--- src/bmbil_pkg.sv ---
// Shared constants, types and helpers for the mask/inversion lane block
package bmbil_pkg;

  // ****************************************
  // Register map
  // ****************************************
  localparam logic [7:0] MODE3_OFS = 8'h00;
  localparam logic [7:0] MODE13_OFS = 8'h04;
  localparam logic [7:0] CALPAT_OFS = 8'h08;
  localparam logic [7:0] STATUS_OFS = 8'h0C;
  localparam logic [31:0] MODE3_RST = 32'h0000_0000;
  localparam logic [31:0] MODE13_RST = 32'h0000_0000;
  localparam logic [31:0] CALPAT_RST = 32'h0000_5A3C;
  localparam int RD_INV_BIT = 6;
  localparam int WR_INV_BIT = 7;
  localparam int MASK_DIS_BIT = 5;
  localparam int ST_ILLEGAL_BIT = 0;
  localparam int ST_DROP_BIT = 1;

  // ****************************************
  // Lane geometry and thresholds
  // ****************************************
  localparam int LANES = 2;
  localparam int TRAIN_DEPTH = 8;
  localparam int TRAIN_AW = 3;
  localparam int BUF_DEPTH = 2;
  localparam logic [3:0] RD_INV_LIMIT = 4'h4;
  localparam logic [3:0] MASK_LIMIT = 4'h5;

  // ****************************************
  // Types
  // ****************************************
  typedef enum logic [3:0] {
    OP_NONE = 4'b0000,
    OP_WRITE = 4'b0001,
    OP_MWRITE = 4'b0010,
    OP_MRW = 4'b0011,
    OP_READ = 4'b0100,
    OP_MRR = 4'b0101,
    OP_WFIFO = 4'b0110,
    OP_RFIFO = 4'b0111,
    OP_DQCAL = 4'b1000
  } bmbil_op_type;

  typedef struct packed {
    logic [15:0] data;
    logic [1:0] keep;
  } bmbil_beat_type;

  // Count of ones in a byte
  function automatic logic [3:0] bmbil_ones8(input logic [7:0] b);
    logic [3:0] n;
    n = 4'h0;
    for (int i = 0; i < 8; i++) begin
      n = n + {3'b000, b[i]};
    end
    return n;
  endfunction : bmbil_ones8

endpackage : bmbil_pkg

--- src/bmbil_top.sv ---
// Byte-lane mask and bus-inversion logic with AHB-Lite configuration
//
// Local design decisions: the register offsets and register access over AHB-Lite.
`timescale 1ns/1ps
module bmbil_top (
  input wire logic CLK,
  input wire logic RSTN,
  input wire logic HSEL,
  input wire logic [31:0] HADDR,
  input wire logic [1:0] HTRANS,
  input wire logic HWRITE,
  input wire logic [2:0] HSIZE,
  input wire logic [31:0] HWDATA,
  input wire logic HREADY,
  output logic [31:0] HRDATA,
  output logic HREADYOUT,
  output logic HRESP,
  input wire bmbil_pkg::bmbil_op_type CMD_OP,
  input wire logic BEAT_IN,
  input wire logic [15:0] DQ_IN,
  output logic [15:0] DQ_OUT,
  output logic DQ_OE,
  input wire logic [1:0] MASK_INVERT_LANE_PIN_IN,
  output logic [1:0] MASK_INVERT_LANE_PIN_OUT,
  output logic [1:0] MASK_INVERT_LANE_PIN_OE,
  output logic PIN_RX_EN,
  output bmbil_pkg::bmbil_beat_type ARR_BEAT,
  output logic ARR_VALID,
  input wire logic ARR_READY,
  input wire logic [15:0] RD_DATA,
  input wire logic RD_VALID,
  output logic RD_READY
);

  // ****************************************
  // Register bus (AHB-Lite slave)
  // ****************************************
  logic [31:0] mode3_r;
  logic [31:0] mode13_r;
  logic [31:0] calpat_r;
  logic [1:0] status_r;
  logic wr_pend_r;
  logic [7:0] wr_addr_r;
  logic [31:0] hrdata_r;
  logic [31:0] rd_mux;

  wire addr_ph = HSEL && HREADY && HTRANS[1];
  wire [7:0] a_ofs = HADDR[7:0];
  wire hit_mode3 = wr_pend_r && (wr_addr_r == bmbil_pkg::MODE3_OFS);
  wire hit_mode13 = wr_pend_r && (wr_addr_r == bmbil_pkg::MODE13_OFS);
  wire hit_cal = wr_pend_r && (wr_addr_r == bmbil_pkg::CALPAT_OFS);
  wire hit_stat = wr_pend_r && (wr_addr_r == bmbil_pkg::STATUS_OFS);

  // Zero wait states, always OKAY; unmapped words read zero
  assign HREADYOUT = 1'b1;
  assign HRESP = 1'b0;
  assign HRDATA = hrdata_r;

  // Read mux, selected in the address phase
  always_comb begin
    unique case (a_ofs)
      bmbil_pkg::MODE3_OFS: rd_mux = mode3_r;
      bmbil_pkg::MODE13_OFS: rd_mux = mode13_r;
      bmbil_pkg::CALPAT_OFS: rd_mux = calpat_r;
      bmbil_pkg::STATUS_OFS: rd_mux = {30'h0000_0000, status_r};
      default: rd_mux = 32'h0000_0000;
    endcase
  end

  // Address phase capture, read data loaded ahead of the data phase
  always_ff @(posedge CLK or negedge RSTN) begin
    if (!RSTN) begin
      wr_pend_r <= 1'b0;
      wr_addr_r <= 8'h00;
      hrdata_r <= 32'h0000_0000;
    end else begin
      wr_pend_r <= addr_ph && HWRITE;
      if (addr_ph) wr_addr_r <= a_ofs;
      if (addr_ph && !HWRITE) hrdata_r <= rd_mux;
    end
  end

  // Mode images: only the documented bits are kept
  always_ff @(posedge CLK or negedge RSTN) begin
    if (!RSTN) begin
      mode3_r <= bmbil_pkg::MODE3_RST;
      mode13_r <= bmbil_pkg::MODE13_RST;
      calpat_r <= bmbil_pkg::CALPAT_RST;
    end else begin
      if (hit_mode3) mode3_r <= HWDATA & 32'h0000_00C0;
      if (hit_mode13) mode13_r <= HWDATA & 32'h0000_0020;
      if (hit_cal) calpat_r <= {16'h0000, HWDATA[15:0]};
    end
  end

  // Function enables
  wire rd_inv_en = mode3_r[bmbil_pkg::RD_INV_BIT];
  wire wr_inv_en = mode3_r[bmbil_pkg::WR_INV_BIT];
  wire mask_en = !mode13_r[bmbil_pkg::MASK_DIS_BIT];
  wire any_en = rd_inv_en || wr_inv_en || mask_en;

  // ****************************************
  // Pin capture
  // ****************************************
  logic [15:0] dq_s1_r;
  logic [15:0] dq_s2_r;
  logic [1:0] pin_s1_r;
  logic [1:0] pin_s2_r;
  logic beat_s1_r;
  logic beat_s2_r;

  // Two-flop capture; pin and data share one beat strobe
  always_ff @(posedge CLK or negedge RSTN) begin
    if (!RSTN) begin
      dq_s1_r <= 16'h0000;
      dq_s2_r <= 16'h0000;
      pin_s1_r <= 2'b00;
      pin_s2_r <= 2'b00;
      beat_s1_r <= 1'b0;
      beat_s2_r <= 1'b0;
    end else begin
      dq_s1_r <= DQ_IN;
      dq_s2_r <= dq_s1_r;
      pin_s1_r <= MASK_INVERT_LANE_PIN_IN;
      pin_s2_r <= pin_s1_r;
      beat_s1_r <= BEAT_IN;
      beat_s2_r <= beat_s1_r;
    end
  end

  // ****************************************
  // Write decode
  // ****************************************
  wire op_wr = (CMD_OP == bmbil_pkg::OP_WRITE);
  wire op_mw = (CMD_OP == bmbil_pkg::OP_MWRITE);
  wire op_mrw = (CMD_OP == bmbil_pkg::OP_MRW);
  wire op_wf = (CMD_OP == bmbil_pkg::OP_WFIFO);
  wire op_rd = (CMD_OP == bmbil_pkg::OP_READ);
  wire op_mrr = (CMD_OP == bmbil_pkg::OP_MRR);
  wire op_rf = (CMD_OP == bmbil_pkg::OP_RFIFO);
  wire op_cal = (CMD_OP == bmbil_pkg::OP_DQCAL);
  wire op_wtype = op_wr || op_mw || op_mrw || op_wf;
  wire op_rtype = op_rd || op_mrr || op_rf || op_cal;

  // Receivers on for write, MRW and masked-write beats when write inversion or masking is on, and for write-FIFO beats when any function is
  wire rx_wr = (op_wr || op_mrw || op_mw) && (wr_inv_en || mask_en);
  assign PIN_RX_EN = rx_wr || (op_wf && any_en);
  wire [1:0] pin_g = pin_s2_r & {2{PIN_RX_EN}};

  wire illegal_mw = op_mw && !mask_en;
  wire beat_wr = beat_s2_r && op_wtype && !illegal_mw;
  logic buf_in_ready;
  bmbil_pkg::bmbil_beat_type in_beat;

  // Per-lane write decision; each beat judged on its own
  generate
    for (genvar ln = 0; ln < bmbil_pkg::LANES; ln++) begin : g_wlane
      wire [7:0] b = dq_s2_r[8*ln +: 8];
      wire [3:0] hi6 = bmbil_pkg::bmbil_ones8({b[7:2], 2'b00});
      wire inv_on = wr_inv_en && (op_wr || op_mrw || op_mw);
      wire do_inv = inv_on && pin_g[ln];
      wire m_plain = op_mw && mask_en && !wr_inv_en && pin_g[ln];
      wire m_code = op_mw && mask_en && wr_inv_en && !pin_g[ln]
                    && (hi6 >= bmbil_pkg::MASK_LIMIT);
      // Plain writes, MRW and training never mask
      assign in_beat.data[8*ln +: 8] = do_inv ? ~b : b;
      assign in_beat.keep[ln] = !(m_plain || m_code);
    end
  endgenerate

  // Beat buffer toward the array; full buffer drops and flags the beat
  bmbil_skid #(
    .W($bits(bmbil_pkg::bmbil_beat_type)),
    .D(bmbil_pkg::BUF_DEPTH)
  ) u_buf (
    .clk(CLK),
    .rst_n(RSTN),
    .in_data(in_beat),
    .in_valid(beat_wr),
    .in_ready(buf_in_ready),
    .out_data(ARR_BEAT),
    .out_valid(ARR_VALID),
    .out_ready(ARR_READY)
  );

  // ****************************************
  // Training pattern store
  // ****************************************
  logic [1:0] train_mem [bmbil_pkg::TRAIN_DEPTH];
  logic [bmbil_pkg::TRAIN_AW-1:0] tw_ptr_r;
  logic [bmbil_pkg::TRAIN_AW-1:0] tr_ptr_r;
  logic [bmbil_pkg::TRAIN_AW-1:0] cal_ptr_r;
  wire train_cap = beat_s2_r && op_wf && any_en;
  wire rd_fire = RD_VALID && op_rtype;
  wire rf_step = rd_fire && op_rf;
  wire cal_step = rd_fire && op_cal;

  // Pattern captured per write-FIFO beat
  always_ff @(posedge CLK) begin
    if (train_cap) begin
      train_mem[tw_ptr_r] <= pin_g;
    end
  end

  // Training pointers step once per beat
  always_ff @(posedge CLK or negedge RSTN) begin
    if (!RSTN) begin
      tw_ptr_r <= '0;
      tr_ptr_r <= '0;
      cal_ptr_r <= '0;
    end else begin
      if (train_cap) tw_ptr_r <= tw_ptr_r + 1'b1;
      if (rf_step) tr_ptr_r <= tr_ptr_r + 1'b1;
      if (cal_step) cal_ptr_r <= cal_ptr_r + 1'b1;
    end
  end

  // ****************************************
  // Read encode
  // ****************************************
  logic [15:0] rd_dq;
  logic [1:0] rd_pin;
  wire rd_code = rd_inv_en && (op_rd || op_mrr);
  wire [1:0] rf_pat = train_mem[tr_ptr_r];
  wire [1:0] cal_pat = calpat_r[2*cal_ptr_r +: 2];
  wire pin_drive = rd_code || ((op_rf || op_cal) && any_en);

  // Array data taken whenever a read-type beat is under way
  assign RD_READY = op_rtype;

  generate
    for (genvar ln = 0; ln < bmbil_pkg::LANES; ln++) begin : g_rlane
      wire [7:0] b = RD_DATA[8*ln +: 8];
      wire heavy = bmbil_pkg::bmbil_ones8(b) > bmbil_pkg::RD_INV_LIMIT;
      wire inv = rd_code && heavy;
      assign rd_dq[8*ln +: 8] = inv ? ~b : b;
      assign rd_pin[ln] = op_rf ? rf_pat[ln] :
                          op_cal ? cal_pat[ln] : inv;
    end
  endgenerate

  logic [15:0] dq_out_r;
  logic [1:0] pin_out_r;
  logic dq_oe_r;
  logic pin_oe_r;

  // Output stage registered; drivers released between beats
  always_ff @(posedge CLK or negedge RSTN) begin
    if (!RSTN) begin
      dq_out_r <= 16'h0000;
      pin_out_r <= 2'b00;
      dq_oe_r <= 1'b0;
      pin_oe_r <= 1'b0;
    end else begin
      dq_oe_r <= rd_fire;
      pin_oe_r <= rd_fire && pin_drive;
      if (rd_fire) dq_out_r <= rd_dq;
      pin_out_r <= (rd_fire && pin_drive) ? rd_pin : 2'b00;
    end
  end

  assign DQ_OUT = dq_out_r;
  assign DQ_OE = dq_oe_r;
  assign MASK_INVERT_LANE_PIN_OUT = pin_out_r;
  assign MASK_INVERT_LANE_PIN_OE = {2{pin_oe_r}};

  // ****************************************
  // Status: set wins over write-one-to-clear
  // ****************************************
  wire set_ill = beat_s2_r && illegal_mw;
  wire set_drop = beat_wr && !buf_in_ready;
  wire [1:0] st_set = {set_drop, set_ill};
  wire [1:0] st_clr = hit_stat ? HWDATA[1:0] : 2'b00;

  always_ff @(posedge CLK or negedge RSTN) begin
    if (!RSTN) begin
      status_r <= 2'b00;
    end else begin
      status_r <= (status_r & ~st_clr) | st_set;
    end
  end
endmodule : bmbil_top

--- src/bmbil_skid.sv ---
// Two-entry beat buffer with valid/ready on both sides
`timescale 1ns/1ps
module bmbil_skid #(
  parameter int W = 18,
  parameter int D = 2
) (
  input wire logic clk,
  input wire logic rst_n,
  input wire logic [W-1:0] in_data,
  input wire logic in_valid,
  output logic in_ready,
  output logic [W-1:0] out_data,
  output logic out_valid,
  input wire logic out_ready
);

  localparam int AW = $clog2(D);

  logic [W-1:0] mem [D];
  logic [AW-1:0] wptr_r;
  logic [AW-1:0] rptr_r;
  logic [AW:0] cnt_r;
  wire push = in_valid && in_ready;
  wire pop = out_valid && out_ready;

  // Full and empty come straight from the fill count
  assign in_ready = (cnt_r != (AW+1)'(D));
  assign out_valid = (cnt_r != '0);
  assign out_data = mem[rptr_r];

  // Storage array, no reset needed
  always_ff @(posedge clk) begin
    if (push) begin
      mem[wptr_r] <= in_data;
    end
  end

  // Pointers and count
  always_ff @(posedge clk or negedge rst_n) begin
    if (!rst_n) begin
      wptr_r <= '0;
      rptr_r <= '0;
      cnt_r <= '0;
    end else begin
      if (push) wptr_r <= wptr_r + 1'b1;
      if (pop) rptr_r <= rptr_r + 1'b1;
      cnt_r <= cnt_r + (AW+1)'(push) - (AW+1)'(pop);
    end
  end

endmodule : bmbil_skid

--- config.mk ---
export PLATFORM = sky130hd
export DESIGN_NAME = bmbil_top
export DESIGN_NICKNAME = d
export VERILOG_FILES = /design/src/bmbil_pkg.sv /design/src/bmbil_top.sv /design/src/bmbil_skid.sv
export SDC_FILE = /design/constraint.sdc
export NUM_CORES = 1
export LEC_CHECK = 0
export BUFFER_PORTS_ARGS = -buffer_cell sky130_fd_sc_hd__buf_2
export CAP_MARGIN = 40
export CORE_MARGIN = 3
export CORE_UTILIZATION = 50
export DETAILED_ROUTE_END_ITERATION = 12
export HOLD_SLACK_MARGIN = 0.1
export PLACE_DENSITY = 0.76
export SLEW_MARGIN = 20
export SYNTH_ARGS = -nofsm -noshare
export SYNTH_HDL_FRONTEND = slang
export SYNTH_SLANG_ARGS = --single-unit
--- constraint.sdc ---
create_clock -name CLK -period 3.25 [get_ports CLK]
set_input_delay 0 -clock CLK [delete_from_list [all_inputs] [get_ports CLK]]
set_output_delay 0 -clock CLK [all_outputs]
set_load 0.03 [all_outputs]
==> results of run 1 <==
-- Yosys cell counts, types with 4 or more instances --
cell      instances
nor2b_1           7
ha_1             13
edfxtp_1         52
clkbuf_1         11
dfrtp_1         109
mux4_2            8
buf_4            20
mux2_2           49
and2_1            4
mux2i_1           4
fa_1             14
dfstp_2           8
a31oi_1          17
o21ai_0          24
xnor2_1          24
nand3_1           4
nor3_1            5
or3_1            16
buf_2             6
nand2b_1          8
a22o_1           11
nor2_1           32
nand2_1          15
inv_1            42
-- metrics by stage --
step	instances	TNS, ns	hold slack, ns	cell area, sq um	util, %
3_3_place_gp	862	-0.529	0.109	8330	57.1
6_report	971	0	0.151	9690	66.4
5_1_grt	971	0	0.183	9690	66.4
4_1_cts	967	0	0.127	9640	66.1
3_5_place_dp	864	-1.46	0.109	8350	57.2
2_1_floorplan	573	0	-0.296	7570	-
-- kinds of logic after synthesis --
| logic type | count (synthesis) | share of synthesized area, % |
|---|---|---|
| AOI/OAI and AO/OA | 79 | 7.30 |
| other | 2 | 0.100 |
| xor gates and xnor gates | 27 | 3.15 |
| adders and majority gates | 27 | 5.90 |
| buffers and inverters | 81 | 5.15 |
| muxes | 61 | 10.3 |
| DFF | 169 | 59.9 |
| and+or+nand+nor | 111 | 8.18 |
-- cell type report --
type                            instances  area (sq um)
Tap cell                              184           230
Fill cell                            1013          4900
Clock buffer                           17           425
Sequential cell                       169          4500
Timing Repair Buffer                  221          1540
Inverter                               42           158
Clock inverter                         15           154
Multi-Input combinational cell        323          2680
-- how the worst max path moves through the flow --
stage,depth (start not counted),start,endpoint,slack [ns]
after floorplan,12,RD_DATA[8],DQ_OUT[14],0.02
after global placement,12,RD_DATA[8],DQ_OUT[14],-0.07
after detailed placement,12,RD_DATA[8],DQ_OUT[15],-0.18
after CTS,12,RD_DATA[13],DQ_OUT[15],0.19
after global routing,12,RD_DATA[13],DQ_OUT[14],0.07
final,12,RD_DATA[13],DQ_OUT[15],0.19
-- state kept, by name, indices dropped and copies added, names as in the netlist, 2 cells and up --
register,count
dq_s1_r,16
pin_s1_r,2
mode3_r,2
DQ_OUT,16
calpat_r,16
dq_s2_r,16
tr_ptr_r,3
pin_s2_r,2
HRDATA,16
cal_ptr_r,3
train_mem,16
wr_addr_r,8
u_buf.mem,36
MASK_INVERT_LANE_PIN_OUT,2
tw_ptr_r,3
status_r,2
u_buf.cnt_r,2
-- power breakdown --
group	switching [uW]	total, uW	internal, uW	leakage [uW]
logic	728	1310	584	0.00213
clock network	917	1940	1020	0.000278
registers	184	2580	2400	0.00188
total	1830	5830	4010	0.00428
-- worst max-delay path: cells and delay by family --
kind            cells  cell delay (ns)
fa+ha+maj           4             1.67
buf+inv             4             0.75
compound gates      2             0.53
simple gates        2             0.45
-- layer usage --
metal | wire length, um | part of all wire (%) | vias up | GRT usage [%]
met2 | 8530 | 53 | 146 | 35.4
li1 | - | - | 2371 | -
met5 | 0 | 0 | - | 0
met3 | 705 | 4.4 | 23 | 4.65
met4 | 312 | 1.9 | 0 | 8.15
met1 | 6550 | 41 | 2494 | 24.9
==> results.py, run 1 <==
metrics = {
    "worst_setup_path": {
        "required_ns": 3.59,
        "reg2reg_depth": 9,
        "cp_slowest_stage_delay_ns": 0.54,
        "r2r_setup_slack_ns": 0.44,
        "cp_max_fo": 13,
        "r2r-end": "u_buf.mem[1][0]",
        "worst_path_max_delay_cell": "dlygate4sd3_1",
        "crit_path_end_kind": "flip-flop",
        "reg2reg_from": "dq_s2_r[2]",
        "crit_path_frequent_cell": "fa_1",
        "arrival_ns": 3.40,
        "crit_type": "in2reg",
        "path_cells": "dlygate4sd3_1, buf_2, inv_1, fa_1, fa_1, inv_1, ha_1, fa_1, nor2_1, o211a_1, or3_1, a31oi_1",
        "cp-start-kind": "input port",
    },
    "place": {
        "hpwl_um": 11000,
        "port-buffer-count": 128,
        "dpl_worst_slack_ns": -0.178,
        "place_congestion": 0.844,
    },
    "power_and_ir_drop": {
        "powerDensity_nw_per_um2": 602,
        "vdd_ir_drop_max_mv": 0.392,
        "total_power_uw": 5830,
        "p_leak_uw": 0.00428,
    },
    "logic_synthesis": {
        "synth_top_area_share_pct": 36.3,
        "synth_area_leaders": "dfrtp_1 (36%), edfxtp_1 (21%), mux2_2 (7.4%)",
        "synth_cells": 557,
        "yosysWarnings": 0,
        "yosysUniqueCellTypes": 56,
        "yosysTopAreaCell": "dfrtp_1",
        "synth_edf_count": 52,
        "ys_ff_latch": 169,
        "synth_ff_type": "dfrtp_1",
        "syn_area_per_cell_sq_um": 13.5,
        "ys_seq_area_share_pct": 59.9,
        "postSynth.asyncResetShare_pct": 69.2,
        "synth.cell_area_sq_um": 7510,
    },
    "min_path": {
        "hold_path_end": "status_r[0]",
        "holdCritPathClass": "in2reg",
        "holdPathStages": 4,
        "hold_start": "CMD_OP[0]",
    },
    "floorplan": {
        "core-area_sq_um": 14600,
        "die_h_um": 129,
        "row_count": 44,
        "top_level_ports": 191,
        "die_area_sq_um": 16500,
        "start_util_pct": 51.5,
        "die_w_um": 129,
    },
    "clock_tree": {
        "clock-root-buffer": "clkbuf_16",
        "cts_made_buffers": 17,
        "htreeDepth": 4,
        "cts_buffer_depth": 2,
        "clkLatencyLatePin_ns": 0.43,
        "clock_sinks": 169,
        "postCtsHoldBufs": 71,
        "path_clk_slew_ns": 0.07,
        "post_cts.repair.setup_buffers": 0,
        "cts_resized": 0,
        "cts_tree": "built",
    },
    "route": {
        "num_vias": 5034,
        "post_drt_wl_per_cell_um": 16.6,
        "routed_wl_um": 16100,
        "viasPerCell": 5.18,
        "drt_iter0_markers": 252,
        "post-route-drc-count": 0,
        "drtAntennaViolNets": 0,
        "first_pass_iters": 4,
    },
    "global_routing": {
        "antenna_found_initial": 0,
        "grt_pass1_wl_um": 26200,
        "grt_use_total_pct": 20.4,
        "grt_max_degree": 67,
        "grt.overflow.total": 0,
        "grt_pass1_vias": 5317,
    },
    "timing": {
        "rsz0062_at_grt": "false",
        "drv_slew": 0,
        "skew_ns": 0.00750,
        "max_slew.worst_pin.slew_ns": 0.740,
        "slew_headroom_pct": 50.6,
        "fmax_mhz": 327,
        "hold_viol": 0,
        "final-setup-viol-count": 0,
        "finalWorstSetupSlack_ns": 0.188,
        "min_period_over_period_pct": 94.2,
        "min_period_ns": 3.06,
    },
    "run": {
        "maxCapViolations": 0,
    },
    "layout": {
        "final_cell_mix": "buf_2 (127), dfrtp_1 (109), dlygate4sd3_1 (72), edfxtp_1 (52), mux2_2 (49)",
        "antennaDiodeCount": 0,
        "layout-drive-gt1-share_pct": 32.3,
        "syn2layout_area_growth_pct": 29.0,
        "fin_nets": 916,
        "layout_commonest_cell": "buf_2",
    },
    "run_status": {
        "run_status": "complete, no violations",
    },
}
Note: power is estimated with default switching activity, not from simulation.
==> inputs of run 2 (changes only) <==
CORE_UTILIZATION = 40   (was 50)
PLACE_DENSITY = 0.65   (was 0.76)
SETUP_SLACK_MARGIN = 0.5   (was not set)
clock period = 2.7 ns   (was 3.25 ns; I/O delays follow)
==> results.py, run 2 (same netlist as run 1, synthesis figures left out) <==
metrics = {
    "global_routing": {
        "grt.overflow.total": 0,
        "grt_use_total_pct": 17.1,
        "antenna_found_initial": 0,
        "grt_pass1_vias": 5459,
        "grt_pass1_wl_um": 27600,
        "grt_max_degree": 59,
    },
    "layout": {
        "layout_commonest_cell": "buf_2",
        "antennaDiodeCount": 0,
        "fin_nets": 932,
        "largest_reg_flops": 36,
        "layout-drive-gt1-share_pct": 36.1,
        "syn2layout_area_growth_pct": 33.2,
        "top_register": "u_buf.mem",
        "final_cell_mix": "buf_2 (123), dfrtp_1 (109), dlygate4sd3_1 (67), edfxtp_1 (52), mux2_2 (49)",
        "fin_util_pct": 54.9,
        "fin_cells": 1032,
    },
    "floorplan": {
        "row_count": 49,
        "start_util_pct": 41.2,
        "core-area_sq_um": 18200,
        "die_area_sq_um": 20400,
        "die_h_um": 143,
        "top_level_ports": 191,
        "die_w_um": 143,
    },
    "place": {
        "place_inst": 921,
        "port-buffer-count": 128,
        "hpwl_um": 11700,
        "place_congestion": 0.817,
        "dpl_worst_slack_ns": -0.726,
    },
    "route": {
        "drtAntennaViolNets": 0,
        "routed_wl_um": 16800,
        "drt_iter0_markers": 213,
        "wl_met3_um": 655,
        "drt-met1-wl_um": 6870,
        "num_vias": 5132,
        "viasPerCell": 4.97,
        "dr_wl_met2_um": 9000,
        "first_pass_iters": 4,
        "post_drt_wl_per_cell_um": 16.3,
        "post-route-drc-count": 0,
        "top_layer": "met4",
    },
    "worst_setup_path": {
        "crit_type": "in2reg",
        "worst_path_max_delay_cell": "fa_1",
        "cp_max_fo": 8,
        "crit_path_end_kind": "flip-flop",
        "arrival_ns": 3.17,
        "cp_slowest_stage_delay_ns": 0.54,
        "crit_path_frequent_cell": "fa_1",
        "path_cells": "buf_8, inv_8, fa_1, fa_1, fa_1, inv_1, ha_2, fa_1, o21a_1, o21bai_2, buf_6, or3_1, a31oi_1",
        "cp-start-kind": "input port",
        "required_ns": 3.05,
    },
    "power_and_ir_drop": {
        "vdd_ir_drop_max_mv": 0.443,
        "total_power_uw": 7180,
        "powerDensity_nw_per_um2": 718,
        "p_leak_uw": 0.00437,
    },
    "run": {
        "maxCapViolations": 0,
    },
    "clock_tree": {
        "clkLatencyLatePin_ns": 0.43,
        "cts_made_buffers": 17,
        "cts_buffer_depth": 2,
        "clock-root-buffer": "clkbuf_16",
        "path_clk_slew_ns": 0.07,
        "htreeDepth": 4,
        "cts_tree": "built",
        "clock_sinks": 169,
    },
    "timing": {
        "skew_ns": 0.0104,
        "hold_viol": 0,
        "drv_slew": 0,
        "max_slew.worst_pin.slew_ns": 0.835,
        "fmax_mhz": 354,
        "fin_hold_ws_ns": 0.126,
        "final-setup-viol-count": 21,
        "min_period_over_period_pct": 105,
        "finalWorstSetupSlack_ns": -0.123,
        "rsz0062_at_grt": "true",
        "min_period_ns": 2.82,
        "slew_headroom_pct": 43.5,
    },
    "min_path": {
        "holdCritPathClass": "in2reg",
    },
    "run_status": {
        "violations": "negative setup slack",
        "run_status": "finished, violations left",
    },
}
[run 2: cell types whose count changed in the layout (fill, tap and decap cells not counted), moves of 5 or more]
| cell | delta |
|---|---|
| o21ai_1 | +8 |
| dlygate4sd3_1 | -5 |
| buf_6 | +7 |
| o21ai_0 | -8 |
| inv_1 | -5 |
| buf_4 | +15 |
[run 2: per-stage QoR]
step,setup TNS (ns),instance area [sq um]
6_report,-1.77,10000
5_1_grt,-3.49,10000
4_1_cts,-1.71,9930
3_5_place_dp,-11.89,8560
3_3_place_gp,-10.34,8550
2_1_floorplan,-4.98,7640
[run 2: worst paths after layout]
check / slack (ns) / from / cells past startpoint / to
max reg2reg: -0.12 / dq_s2_r[10] / 9 / u_buf.mem[1][1]
min in group asynchronous: 0.15 / RSTN / 2 / calpat_r[3]
max: -0.12 / RD_DATA[8] / 13 / DQ_OUT[12]
min: 0.13 / CMD_OP[2] / 4 / cal_ptr_r[2]
min reg2reg: 0.34 / pin_s1_r[0] / 0 / pin_s2_r[0]
max in group asynchronous: 2.17 / RSTN / 3 / calpat_r[12]
[run 2: critical path, delay by kind of cell]
family,cells,cell delay (ns)
adders and majority gates,5,2.17
and+or+nand+nor,1,0.31
AOI/OAI and AO/OA,3,0.39
buffers and inverters,4,0.31
[run 2: timing repair]
item / CTS / global route
endpoints found under the setup margin: 22 / 23
gates resized for setup: 19 / 10
setup buffers: 5 / 3
pin swaps: 10 / 8
gates cloned: 2 / 0
hold buffers: 68 / 0
hold endpoints to repair: 188 / 0
[run 2: where the power goes]
group	switching, uW	internal, uW	total [uW]
Sequential	223	2890	3110
Combinational	952	826	1780
Clock	957	1330	2280
[run 2: cell type report]
| class | count | area [sq um] |
|---|---|---|
| tap | 229 | 287 |
| multi-input combinational | 324 | 2780 |
| clock inverter | 6 | 38.8 |
| inverter | 42 | 173 |
| timing repair buffer | 236 | 1700 |
| sequential | 169 | 4500 |
| fill | 1458 | 8210 |
| clock buffer | 26 | 520 |
[run 2: layer usage]
metal	GRT usage, %	vias up
li1	-	2409
met1	21.5	2569
met2	29.4	126
met3	3.72	28
met4	5.95	0
met5	0	-
